### src/shared/spi_port_map.svh
`ifndef SPI_PORT_MAP_SVH
`define SPI_PORT_MAP_SVH
// --------------------------------------------------------------
// register indices, byte address is four times the index
// --------------------------------------------------------------
`define IDX_SERIAL_DATA 8'h3C
`define IDX_SERIAL_CONFIG 8'h3D
`define IDX_IRQ_STATUS 8'h3E
`define IDX_IRQ_MASK 8'h3F
`define IDX_PIN_CTRL 8'h40
// --------------------------------------------------------------
// serial_config fields
// --------------------------------------------------------------
`define CFG_SWAP 7
`define CFG_LSB_FIRST 6
`define CFG_ROLE_HI 5
`define CFG_ROLE_LO 4
`define CFG_CPOL 3
`define CFG_CPHA 2
`define CFG_DIV_HI 1
`define CFG_DIV_LO 0
// --------------------------------------------------------------
// status bits, pin control layout, reset values
// --------------------------------------------------------------
`define ST_TX_EMPTY 0
`define ST_RX_FULL 1
`define PIN_SCLK 0
`define PIN_SEL 1
`define PIN_MOSI 2
`define PIN_MISO 3
`define PC_USE_LO 0
`define PC_OE_LO 4
`define PC_VAL_LO 8
`define DATA_RESET 8'h00
`define CFG_RESET 8'h00
`define MASK_RESET 2'h0
`define PIN_CTRL_RESET 12'h000
// --------------------------------------------------------------
// half serial clock periods in processor clocks (divisor / 2)
// --------------------------------------------------------------
`define HALF_DIV_00 6'h03
`define HALF_DIV_01 6'h06
`define HALF_DIV_10 6'h18
`define HALF_DIV_11 6'h30
`define LAST_EDGE 4'hF
`define LAST_BIT 3'h7
// --------------------------------------------------------------
// interrupt priorities and vectors
// --------------------------------------------------------------
`define PRIO_TX_EMPTY 4'h3
`define VEC_TX_EMPTY 16'h000C
`define PRIO_RX_FULL 4'h4
`define VEC_RX_FULL 16'h0010
`define VEC_NONE 16'h0000
`endif

### src/shared/spi_port_pkg.sv
package spi_port_pkg;
  // role field of serial_config
  typedef enum logic [1:0] {
    ROLE_OFF = 2'h0,
    ROLE_MASTER = 2'h1,
    ROLE_SLAVE = 2'h2,
    ROLE_RSVD = 2'h3
  } role_t;
  // transfer state, one-hot
  typedef enum logic [1:0] {
    XS_IDLE = 2'b01,
    XS_RUN = 2'b10
  } xfer_state_t;
  typedef logic [15:0] vector_t;
endpackage

### src/rtl/sclk_divider.sv
`timescale 1ns/1ps
`include "spi_port_map.svh"
module sclk_divider
(
  // clock and reset
  input wire logic pclk,
  input wire logic presetn,
  // control
  input wire logic run,
  input wire logic [1:0] div_sel,
  // one-cycle pulse every half serial clock period
  output logic tick
);
  import spi_port_pkg::*;

  logic [5:0] cnt_r;
  logic [5:0] cnt_nxt;
  logic tick_r;
  logic tick_nxt;

  // half period for each divisor code
  function automatic logic [5:0] half_of(input logic [1:0] sel);
    case (sel)
      2'h0: half_of = `HALF_DIV_00;
      2'h1: half_of = `HALF_DIV_01;
      2'h2: half_of = `HALF_DIV_10;
      default: half_of = `HALF_DIV_11;
    endcase
  endfunction

  // counter restarts while stopped so the first edge has a full half period of setup
  always_comb
  begin
    cnt_nxt = cnt_r + 6'h01;
    tick_nxt = 1'b0;
    if (!run)
    begin
      cnt_nxt = 6'h00;
    end
    else if (cnt_r >= half_of(div_sel) - 6'h01)
    begin
      cnt_nxt = 6'h00;
      tick_nxt = 1'b1;
    end
  end

  always_ff @(posedge pclk or negedge presetn)
  begin
    if (!presetn)
    begin
      cnt_r <= 6'h00;
      tick_r <= 1'b0;
    end
    else
    begin
      cnt_r <= cnt_nxt;
      tick_r <= tick_nxt;
    end
  end

  assign tick = tick_r;
endmodule

### src/rtl/spi_master_slave_port.sv
// The APB slave port was decided locally.
`timescale 1ns/1ps
`include "spi_port_map.svh"
module spi_master_slave_port
(
  // clock and reset
  input wire logic pclk,
  input wire logic presetn,
  // apb slave
  input wire logic [11:0] paddr,
  input wire logic psel,
  input wire logic penable,
  input wire logic pwrite,
  input wire logic [31:0] pwdata,
  output logic [31:0] prdata,
  output logic pready,
  output logic pslverr,
  // interrupt
  output logic irq,
  output spi_port_pkg::vector_t irq_vector,
  // serial clock pin
  input wire logic sclk_pin_level,
  output logic sclk_pin_value,
  output logic sclk_pin_enable,
  // select pin
  input wire logic port1_bit4_pin_level,
  output logic port1_bit4_pin_value,
  output logic port1_bit4_pin_enable,
  // master-out data pin
  input wire logic master_out_data_pin_level,
  output logic master_out_data_pin_value,
  output logic master_out_data_pin_enable,
  // master-in data pin
  input wire logic master_in_data_pin_level,
  output logic master_in_data_pin_value,
  output logic master_in_data_pin_enable
);
  import spi_port_pkg::*;

  // --------------------------------------------------------------
  // helpers
  // --------------------------------------------------------------
  function automatic logic out_bit(input logic [7:0] v, input logic lsb);
    out_bit = lsb ? v[0] : v[7];
  endfunction

  function automatic logic [7:0] shift_out(input logic [7:0] v, input logic lsb);
    shift_out = lsb ? {1'b0, v[7:1]} : {v[6:0], 1'b0};
  endfunction

  function automatic logic [7:0] shift_in(input logic [7:0] v, input logic b, input logic lsb);
    shift_in = lsb ? {b, v[7:1]} : {v[6:0], b};
  endfunction

  function automatic logic word_is(input logic [11:0] a, input logic [7:0] idx);
    word_is = (a[1:0] == 2'h0) && (a[11:10] == 2'h0) && (a[9:2] == idx);
  endfunction

  // --------------------------------------------------------------
  // state
  // --------------------------------------------------------------
  logic [7:0] cfg_r, cfg_nxt;
  logic [1:0] mask_r, mask_nxt;
  logic [11:0] pinc_r, pinc_nxt;
  logic [1:0] stat_r, stat_nxt;
  logic [31:0] prdata_r, prdata_nxt;
  logic pready_r, pready_nxt;
  logic pslverr_r, pslverr_nxt;
  logic irq_r, irq_nxt;
  vector_t vec_r, vec_nxt;
  logic [7:0] hold_r, hold_nxt;
  logic hold_full_r, hold_full_nxt;
  logic [7:0] rxbuf_r, rxbuf_nxt;
  logic rx_avail_r, rx_avail_nxt;
  logic [7:0] sh_r, sh_nxt;
  logic [7:0] rxsh_r, rxsh_nxt;
  logic dout_r, dout_nxt;
  logic [3:0] edge_cnt_r, edge_cnt_nxt;
  logic [2:0] bits_r, bits_nxt;
  xfer_state_t st_r, st_nxt;
  logic sclk_r, sclk_nxt;
  logic sel_r, sel_nxt;
  logic sclk_q_r, sel_q_r;
  logic [3:0] pin_val_r, pin_val_nxt;
  logic [3:0] pin_en_r, pin_en_nxt;

  role_t role;
  logic master, slave, lsb, cpha, out_is_mosi, din;
  logic div_tick, m_edge, s_edge, any_edge, sample, load, byte_done;
  logic tx_event, rx_event, setup, done, wr, rd;

  // --------------------------------------------------------------
  // role decode and edge detection
  // --------------------------------------------------------------
  // reserved role code behaves as off
  assign role = role_t'(cfg_r[`CFG_ROLE_HI:`CFG_ROLE_LO]);
  assign master = (role == ROLE_MASTER);
  assign slave = (role == ROLE_SLAVE);
  assign lsb = cfg_r[`CFG_LSB_FIRST];
  assign cpha = cfg_r[`CFG_CPHA];
  assign out_is_mosi = master ^ cfg_r[`CFG_SWAP];
  assign din = out_is_mosi ? master_in_data_pin_level : master_out_data_pin_level;

  sclk_divider u_div
  (
    .pclk(pclk),
    .presetn(presetn),
    .run(master && (st_r == XS_RUN)),
    .div_sel(cfg_r[`CFG_DIV_HI:`CFG_DIV_LO]),
    .tick(div_tick)
  );

  // shifting happens on serial clock edges, whatever the processor rate, except the first bit taken at load when phase is 0
  assign m_edge = master && (st_r == XS_RUN) && div_tick;
  // slave ignores the divider and follows the partner's clock while selected
  assign s_edge = slave && (st_r == XS_RUN) && !port1_bit4_pin_level
                  && (sclk_pin_level != sclk_q_r);
  assign any_edge = m_edge || s_edge;
  // even edge counts are leading edges; phase decides which one samples
  assign sample = any_edge && ((edge_cnt_r[0] == 1'b0) ^ cpha);
  assign byte_done = any_edge && (edge_cnt_r == `LAST_EDGE);

  // --------------------------------------------------------------
  // apb decode
  // --------------------------------------------------------------
  // no wait state; prdata and pready come straight from flops loaded in the setup cycle
  assign setup = psel && !penable;
  assign done = psel && penable && pready_r;
  assign wr = done && pwrite && !pslverr_r;
  assign rd = done && !pwrite && !pslverr_r;

  // --------------------------------------------------------------
  // transfer engine
  // --------------------------------------------------------------
  always_comb
  begin
    st_nxt = st_r;
    sh_nxt = sh_r;
    rxsh_nxt = rxsh_r;
    dout_nxt = dout_r;
    edge_cnt_nxt = edge_cnt_r;
    bits_nxt = bits_r;
    sclk_nxt = sclk_r;
    sel_nxt = 1'b1;
    rxbuf_nxt = rxbuf_r;
    rx_event = 1'b0;
    load = 1'b0;
    if (any_edge)
    begin
      edge_cnt_nxt = edge_cnt_r + 4'h1;
    end
    // output bit changes on the non-sampling edge
    if (any_edge && !sample)
    begin
      dout_nxt = out_bit(sh_r, lsb);
      sh_nxt = shift_out(sh_r, lsb);
    end
    if (sample)
    begin
      rxsh_nxt = shift_in(rxsh_r, din, lsb);
      bits_nxt = bits_r + 3'h1;
      if (bits_r == `LAST_BIT)
      begin
        rxbuf_nxt = shift_in(rxsh_r, din, lsb);
        rx_event = 1'b1;
      end
    end
    case (st_r)
      XS_IDLE:
      begin
        sclk_nxt = cfg_r[`CFG_CPOL];
        edge_cnt_nxt = 4'h0;
        bits_nxt = 3'h0;
        if (master && hold_full_r)
        begin
          load = 1'b1;
          st_nxt = XS_RUN;
          sel_nxt = 1'b0;
        end
        else if (slave && !port1_bit4_pin_level && sel_q_r)
        begin
          load = 1'b1;
          st_nxt = XS_RUN;
        end
      end
      XS_RUN:
      begin
        sel_nxt = !master;
        if (m_edge)
        begin
          sclk_nxt = !sclk_r;
        end
        if (!master && !slave)
        begin
          st_nxt = XS_IDLE;
        end
        else if (slave && port1_bit4_pin_level)
        begin
          // deselect aborts a partial byte
          st_nxt = XS_IDLE;
        end
        else if (byte_done && hold_full_r)
        begin
          load = 1'b1;
        end
        else if (byte_done && master)
        begin
          st_nxt = XS_IDLE;
          sel_nxt = 1'b1;
        end
      end
      default:
      begin
        st_nxt = XS_IDLE;
      end
    endcase
    // holding register moves to the shifter; an empty holding sends the shifter's leftover bits, zeros after a full byte
    if (load && hold_full_r)
    begin
      sh_nxt = hold_r;
      if (!cpha)
      begin
        dout_nxt = out_bit(hold_r, lsb);
        sh_nxt = shift_out(hold_r, lsb);
      end
    end
  end

  always_ff @(posedge pclk or negedge presetn)
  begin
    if (!presetn)
    begin
      st_r <= XS_IDLE;
      sh_r <= `DATA_RESET;
      rxsh_r <= `DATA_RESET;
      rxbuf_r <= `DATA_RESET;
      dout_r <= 1'b0;
      edge_cnt_r <= 4'h0;
      bits_r <= 3'h0;
      sclk_r <= 1'b0;
      sel_r <= 1'b1;
      sclk_q_r <= 1'b0;
      sel_q_r <= 1'b1;
    end
    else
    begin
      st_r <= st_nxt;
      sh_r <= sh_nxt;
      rxsh_r <= rxsh_nxt;
      rxbuf_r <= rxbuf_nxt;
      dout_r <= dout_nxt;
      edge_cnt_r <= edge_cnt_nxt;
      bits_r <= bits_nxt;
      sclk_r <= sclk_nxt;
      sel_r <= sel_nxt;
      sclk_q_r <= sclk_pin_level;
      sel_q_r <= port1_bit4_pin_level;
    end
  end

  // --------------------------------------------------------------
  // registers, buffers and interrupts
  // --------------------------------------------------------------
  always_comb
  begin
    cfg_nxt = cfg_r;
    mask_nxt = mask_r;
    pinc_nxt = pinc_r;
    hold_nxt = hold_r;
    tx_event = load && hold_full_r;
    // a fresh write wins over the shifter taking the old byte
    hold_full_nxt = hold_full_r && !load;
    pready_nxt = setup;
    pslverr_nxt = 1'b0;
    prdata_nxt = 32'h0000_0000;
    if (setup)
    begin
      pslverr_nxt = !(word_is(paddr, `IDX_SERIAL_DATA) || word_is(paddr, `IDX_SERIAL_CONFIG)
                      || word_is(paddr, `IDX_IRQ_STATUS) || word_is(paddr, `IDX_IRQ_MASK)
                      || word_is(paddr, `IDX_PIN_CTRL));
      if (word_is(paddr, `IDX_SERIAL_DATA))
        prdata_nxt = {24'h00_0000, rxbuf_r};
      if (word_is(paddr, `IDX_SERIAL_CONFIG))
        prdata_nxt = {24'h00_0000, cfg_r};
      if (word_is(paddr, `IDX_IRQ_STATUS))
        prdata_nxt = {27'h000_0000, st_r == XS_RUN, rx_avail_r, hold_full_r, stat_r};
      if (word_is(paddr, `IDX_IRQ_MASK))
        prdata_nxt = {30'h0000_0000, mask_r};
      if (word_is(paddr, `IDX_PIN_CTRL))
        prdata_nxt = {20'h0_0000, pinc_r};
    end
    // write cycles return zero rather than a stale copy of the register
    if (pwrite)
      prdata_nxt = 32'h0000_0000;
    if (wr && word_is(paddr, `IDX_SERIAL_DATA))
    begin
      hold_nxt = pwdata[7:0];
      hold_full_nxt = 1'b1;
    end
    if (wr && word_is(paddr, `IDX_SERIAL_CONFIG))
      cfg_nxt = pwdata[7:0];
    if (wr && word_is(paddr, `IDX_IRQ_MASK))
      mask_nxt = pwdata[1:0];
    if (wr && word_is(paddr, `IDX_PIN_CTRL))
      pinc_nxt = pwdata[11:0];
    // reading the data word empties the receive buffer; a new byte wins
    rx_avail_nxt = (rx_avail_r && !(rd && word_is(paddr, `IDX_SERIAL_DATA))) || rx_event;
    // write one to clear, a same-cycle event wins
    stat_nxt = stat_r;
    if (wr && word_is(paddr, `IDX_IRQ_STATUS))
      stat_nxt = stat_r & ~pwdata[1:0];
    stat_nxt[`ST_TX_EMPTY] = stat_nxt[`ST_TX_EMPTY] || tx_event;
    stat_nxt[`ST_RX_FULL] = stat_nxt[`ST_RX_FULL] || rx_event;
    irq_nxt = |(stat_nxt & mask_nxt);
    // lower priority number wins the vector
    vec_nxt = `VEC_NONE;
    if (stat_nxt[`ST_RX_FULL] && mask_nxt[`ST_RX_FULL])
      vec_nxt = `VEC_RX_FULL;
    if (stat_nxt[`ST_TX_EMPTY] && mask_nxt[`ST_TX_EMPTY])
      vec_nxt = `VEC_TX_EMPTY;
  end

  always_ff @(posedge pclk or negedge presetn)
  begin
    if (!presetn)
    begin
      cfg_r <= `CFG_RESET;
      mask_r <= `MASK_RESET;
      pinc_r <= `PIN_CTRL_RESET;
      stat_r <= 2'h0;
      hold_r <= `DATA_RESET;
      hold_full_r <= 1'b0;
      rx_avail_r <= 1'b0;
      prdata_r <= 32'h0000_0000;
      pready_r <= 1'b0;
      pslverr_r <= 1'b0;
      irq_r <= 1'b0;
      vec_r <= `VEC_NONE;
    end
    else
    begin
      cfg_r <= cfg_nxt;
      mask_r <= mask_nxt;
      pinc_r <= pinc_nxt;
      stat_r <= stat_nxt;
      hold_r <= hold_nxt;
      hold_full_r <= hold_full_nxt;
      rx_avail_r <= rx_avail_nxt;
      prdata_r <= prdata_nxt;
      pready_r <= pready_nxt;
      pslverr_r <= pslverr_nxt;
      irq_r <= irq_nxt;
      vec_r <= vec_nxt;
    end
  end

  // --------------------------------------------------------------
  // pin multiplexing
  // --------------------------------------------------------------
  always_comb
  begin
    pin_en_nxt = pinc_r[`PC_OE_LO +: 4];
    pin_val_nxt = pinc_r[`PC_VAL_LO +: 4];
    if (master || slave)
    begin
      if (pinc_r[`PC_USE_LO + `PIN_SCLK])
      begin
        pin_en_nxt[`PIN_SCLK] = master;
        pin_val_nxt[`PIN_SCLK] = sclk_r;
      end
      // select direction stays with firmware, only its value is taken over
      if (pinc_r[`PC_USE_LO + `PIN_SEL])
        pin_val_nxt[`PIN_SEL] = sel_r;
      // slave drives its output line only while selected
      if (pinc_r[`PC_USE_LO + `PIN_MOSI])
      begin
        pin_en_nxt[`PIN_MOSI] = out_is_mosi && (master || !port1_bit4_pin_level);
        pin_val_nxt[`PIN_MOSI] = dout_r;
      end
      if (pinc_r[`PC_USE_LO + `PIN_MISO])
      begin
        pin_en_nxt[`PIN_MISO] = !out_is_mosi && (master || !port1_bit4_pin_level);
        pin_val_nxt[`PIN_MISO] = dout_r;
      end
    end
  end

  always_ff @(posedge pclk or negedge presetn)
  begin
    if (!presetn)
    begin
      pin_en_r <= 4'h0;
      pin_val_r <= 4'h0;
    end
    else
    begin
      pin_en_r <= pin_en_nxt;
      pin_val_r <= pin_val_nxt;
    end
  end

  // four pins only
  assign sclk_pin_value = pin_val_r[`PIN_SCLK];
  assign sclk_pin_enable = pin_en_r[`PIN_SCLK];
  assign port1_bit4_pin_value = pin_val_r[`PIN_SEL];
  assign port1_bit4_pin_enable = pin_en_r[`PIN_SEL];
  assign master_out_data_pin_value = pin_val_r[`PIN_MOSI];
  assign master_out_data_pin_enable = pin_en_r[`PIN_MOSI];
  assign master_in_data_pin_value = pin_val_r[`PIN_MISO];
  assign master_in_data_pin_enable = pin_en_r[`PIN_MISO];
  assign prdata = prdata_r;
  assign pready = pready_r;
  assign pslverr = pslverr_r;
  assign irq = irq_r;
  assign irq_vector = vec_r;
endmodule

### config.mk
export PLATFORM = sky130hd
export DESIGN_NAME = spi_master_slave_port
export DESIGN_NICKNAME = d
export VERILOG_FILES = /design/src/shared/spi_port_pkg.sv /design/src/rtl/sclk_divider.sv /design/src/rtl/spi_master_slave_port.sv
export VERILOG_INCLUDE_DIRS = /design/src /design/src/shared
export SDC_FILE = /design/constraint.sdc
export NUM_CORES = 1
export LEC_CHECK = 0
export CORE_AREA = 3 3 129 193
export DETAILED_ROUTE_END_ITERATION = 10
export DIE_AREA = 0 0 132 196
export DONT_BUFFER_PORTS = 1
export SLEW_MARGIN = 20
export SYNTH_ARGS = -nofsm -noshare
export SYNTH_HDL_FRONTEND = slang
export SYNTH_SLANG_ARGS = --single-unit
### constraint.sdc
create_clock -name pclk -period 4.2 [get_ports pclk]
set_clock_uncertainty 0.1 [all_clocks]
set_input_delay 0.21 -clock pclk [delete_from_list [all_inputs] [get_ports pclk]]
set_output_delay 0.21 -clock pclk [all_outputs]
set_load 0.05 [all_outputs]
==> summary.txt <==
Global route
  – Total track usage: 9.52%
  – First-pass GRT wire length: approximately 20,000 um
  – Initial antenna violation count: 2
  – Pin count of the biggest net entering global routing: 105
  – Global route total overflow: 0
  – Vias in the first global route: 3,634

Clocking
  – CTS Buf Count: 9
  – TritonCTS Sinks: between 100 and 150
  – Clk buf depth: 2
  – CTS H-tree depth: 3
  – Clk_lat worst skew: 350 ps
  – Clock root buffer: clkbuf_16
  – CTS tree: built
  – Reg clk slew, reported paths: approximately 70 ps

Critical path
  – CP Launch Type: register
  – Path depth of the worst reg2reg path: 7
  – Worst r2r src: cfg_r[5]
  – Reg-to-reg critical path endpoint: irq_vector[4]
  – Slowest Stage Delay on Critical Path: between 500 and 600 ps
  – CP top delay family: simple AND/OR/NAND/NOR gates
  – Req. time, crit path: around 4400 ps
  – Critical-path cell list: inv_1 > ha_1 > and3_1 > o21bai_2 > nand3_1 > a21boi_0 > nor3_1
  – Worst path depth: 7
  – Worst path bufs/invs: 1
  – Kind of critical path: register to register
  – Worst path arrival time: roughly 2900 ps
  – CP max stage cell: nand3_1
  – Reg2reg setup slack: approximately 1500 ps
  – Critical Path Sink Type: register
  – CP max FO: 16

Floorplanning
  – Die Height: 196 um
  – Die ar.: about 26,000 um2
  – Starting density of the core: a little under a quarter
  – Io pins: between 100 and 150
  – CORE AREA: ~23,000 um2
  – # rows: between 60 and 70
  – Die W: between 100 and 150 um

Placement
  – RePlAce Congestion: 0.850
  – Placed cell areas: 5540 um2
  – Post-DP HPWL: approximately 9000 um
  – IO Port Bufs: 0

Routing
  – Final WL: 12,100 um
  – ANT nets after route: 0
  – DRT Pass-1 Iters: 4
  – WL/cell: 14.7 um
  – Drt drc: 0
  – Via/cell ratio: roughly 4.3
  – Via count of the routed design: ~3.5k
  – Iteration-0 DRC Markers: about 170

Finish
  – Layout cells sized above 1: 14.2%
  – P&R area growth vs syn: 13.3%
  – Most frequent cells in the layout: dfrtp_1 (101), mux2_2 (42), mux2i_1 (41)
  – Fillers: ~2.5k
  – Nets: 568
  – Design area: 6050 um2
  – Most common cell after layout, fill and taps aside: dfrtp_1

STA
  – Setup TNS: 0 ps
  – Unrepaired setup endpoints after global routing: false
  – Fin crit period: about 2700 ps
  – Period Utilization, post-route: approximately 65%
  – Hold WS: roughly 26 ps
  – Worst slew pin tran: about 860 ps
  – Max Fclk: 0.366 GHz
  – Final setup violation count: 0
  – Max Slew Vio Count: 0
  – Relative slew margins: 42.6%
  – Fin. Hold Viols: 0

Synth
  – Synth top area cells: dfrtp_1 (47%), mux2_2 (8.9%), mux2i_1 (7.7%), buf_4 (4.9%), ha_1 (3.3%)
  – YS warnings: 0
  – Post-synthesis sequential area ratio: between 40% and 50%
  – Synth area leader: dfrtp_1
  – Synth Cell Area: between 5000 and 6000 um2
  – Top cell type's share of synthesized area: 47.3%
  – Yosys reg bits: roughly 100
  – Share of synthesized registers carrying an async set or reset: 100%
  – Syn Area/Cell: ~11 um2
  – Cells after Synth: just under 500
  – Post-synth EDFFs: 0
  – Ys flop type: dfrtp_1
  – Post-synth cell types: 50

Power and ir drop
  – VDD IR max: ~0.00017 V
  – Switching power: between 500 and 600 uW
  – Internal power: approximately 1500 uW
  – Clk pwr share: between 40% and 50%
  – Switching part of the total power: 25.1%
  – Pleak: between 0.002 and 0.003 uW
  – Power Dens Cells: 332 nW/um2
  – Flop pwr share: 50.2%
  – Combinational share of power: under 10%

Hold path
  – Hold path endpoint: cfg_r[5]
  – Hold path depth: 3
  – Critical hold path startpoint: paddr[3]
  – Hold crit path type: input port to register

Run
  – Max Cap Viol: 0

Status
  – Status: completed
[worst register-to-register path, delay by kind of cell, from the launching register on]
kind	cells	cell delay, ps
AO/OA/AOI/OAI	2	550
flip-flops	1	420
buffers and inverters	1	90
AND/OR/NAND/NOR	3	1000
adder cells (fa/ha/maj)	1	490
[sequential cells by signal (all words and copies together), names as in the netlist, 2 cells and up]
signal       cells
sh_r             8
pin_val_r        4
hold_r           8
prdata          12
rxbuf_r          8
pinc_r          12
st_r             2
pin_en_r         4
cfg_r            8
irq_vector       2
stat_r           2
u_div.cnt_r      6
rxsh_r           8
bits_r           3
mask_r           2
edge_cnt_r       4
[final cells by class]
class	instances	area, um2	share of cell area, %
diodes	1	2.50	0.0414
clock buffers	10	229	3.78
clock inverters	6	83.8	1.39
inverters	15	56.3	0.931
multi-input cells	351	2470	40.8
flip-flops and latches	104	2610	43.1
well taps	315	394	6.51
repair buffers	20	213	3.52
[cell families (layout without fill, tap and decap cells)]
group	count (synthesis)	in the layout	synth area share [%]
and+or+nand+nor	139	139	13.8
adders and majority gates	14	14	3.28
other	1	34	0.0702
muxes	83	83	16.5
xor gates and xnor gates	11	11	1.80
buffers and inverters	67	51	7.38
DFF	104	104	48.8
AOI/OAI and AO/OA	71	71	8.36
[cells in the mapped netlist (6+ instances only)]
cell      instances
ha_1             14
buf_4            35
mux2_2           42
mux2i_1          41
nand3_1           7
and3_1            6
xnor2_1           6
a21oi_1          20
inv_1            15
nand2_1          35
dfrtp_1         101
nor3_1            7
nand2b_1         11
clkbuf_1         11
o21ai_0          25
nor2_1           40
a21o_1            7
nor2b_1           7
[power by group through the flow]
| stage | Clock, uW | Sequential (uW) | Combinational (uW) |
|---|---|---|---|
| final | 876 | 1010 | 123 |
| after global routing | 944 | 1010 | 132 |
| after CTS | 903 | 1010 | 125 |
| after detailed placement | 0 | 1030 | 82.7 |
| after global placement | 0 | 1030 | 82.5 |
| after floorplan | 0 | 1030 | 106 |
[what timing repair did]
action                    in CTS  in global routing
hold endpoints to repair     138                  0
hold buffers                  18                  0
setup buffers                  0                  0
resized for setup              0                  0
[stage by stage]
step           setup WS, ps  total power, uW  utilization (%)  std cells
2_1_floorplan          1960             1130                -        522
3_3_place_gp           1520             1110             23.8        787
3_5_place_dp           1460             1110             23.8        787
4_1_cts                1430             2040             26.0        821
5_1_grt                1200             2080             26.0        821
6_report               1470             2010             26.1        822
[layer usage]
layer  global-route usage [%]  share of wire (%)  up-vias
met5                        0               0.11        -
met4                     4.36                2.8        2
met1                     10.8                 39     1725
li1                         -                  -     1672
met2                     17.3                 52      108
met3                     1.64                5.3       22
[how the worst max path moves through the flow]
stage,from,to,slack (ps)
finish,cfg_r[5],irq_vector[4],1470
CTS,cfg_r[5],irq_vector[4],1430
floorplan,st_r[0],dout_r,1960
global route,cfg_r[5],irq_vector[4],1200
detailed placement,cfg_r[5],irq_vector[4],1460
global placement,cfg_r[5],irq_vector[4],1520
Power figures use the tool's default switching activity.
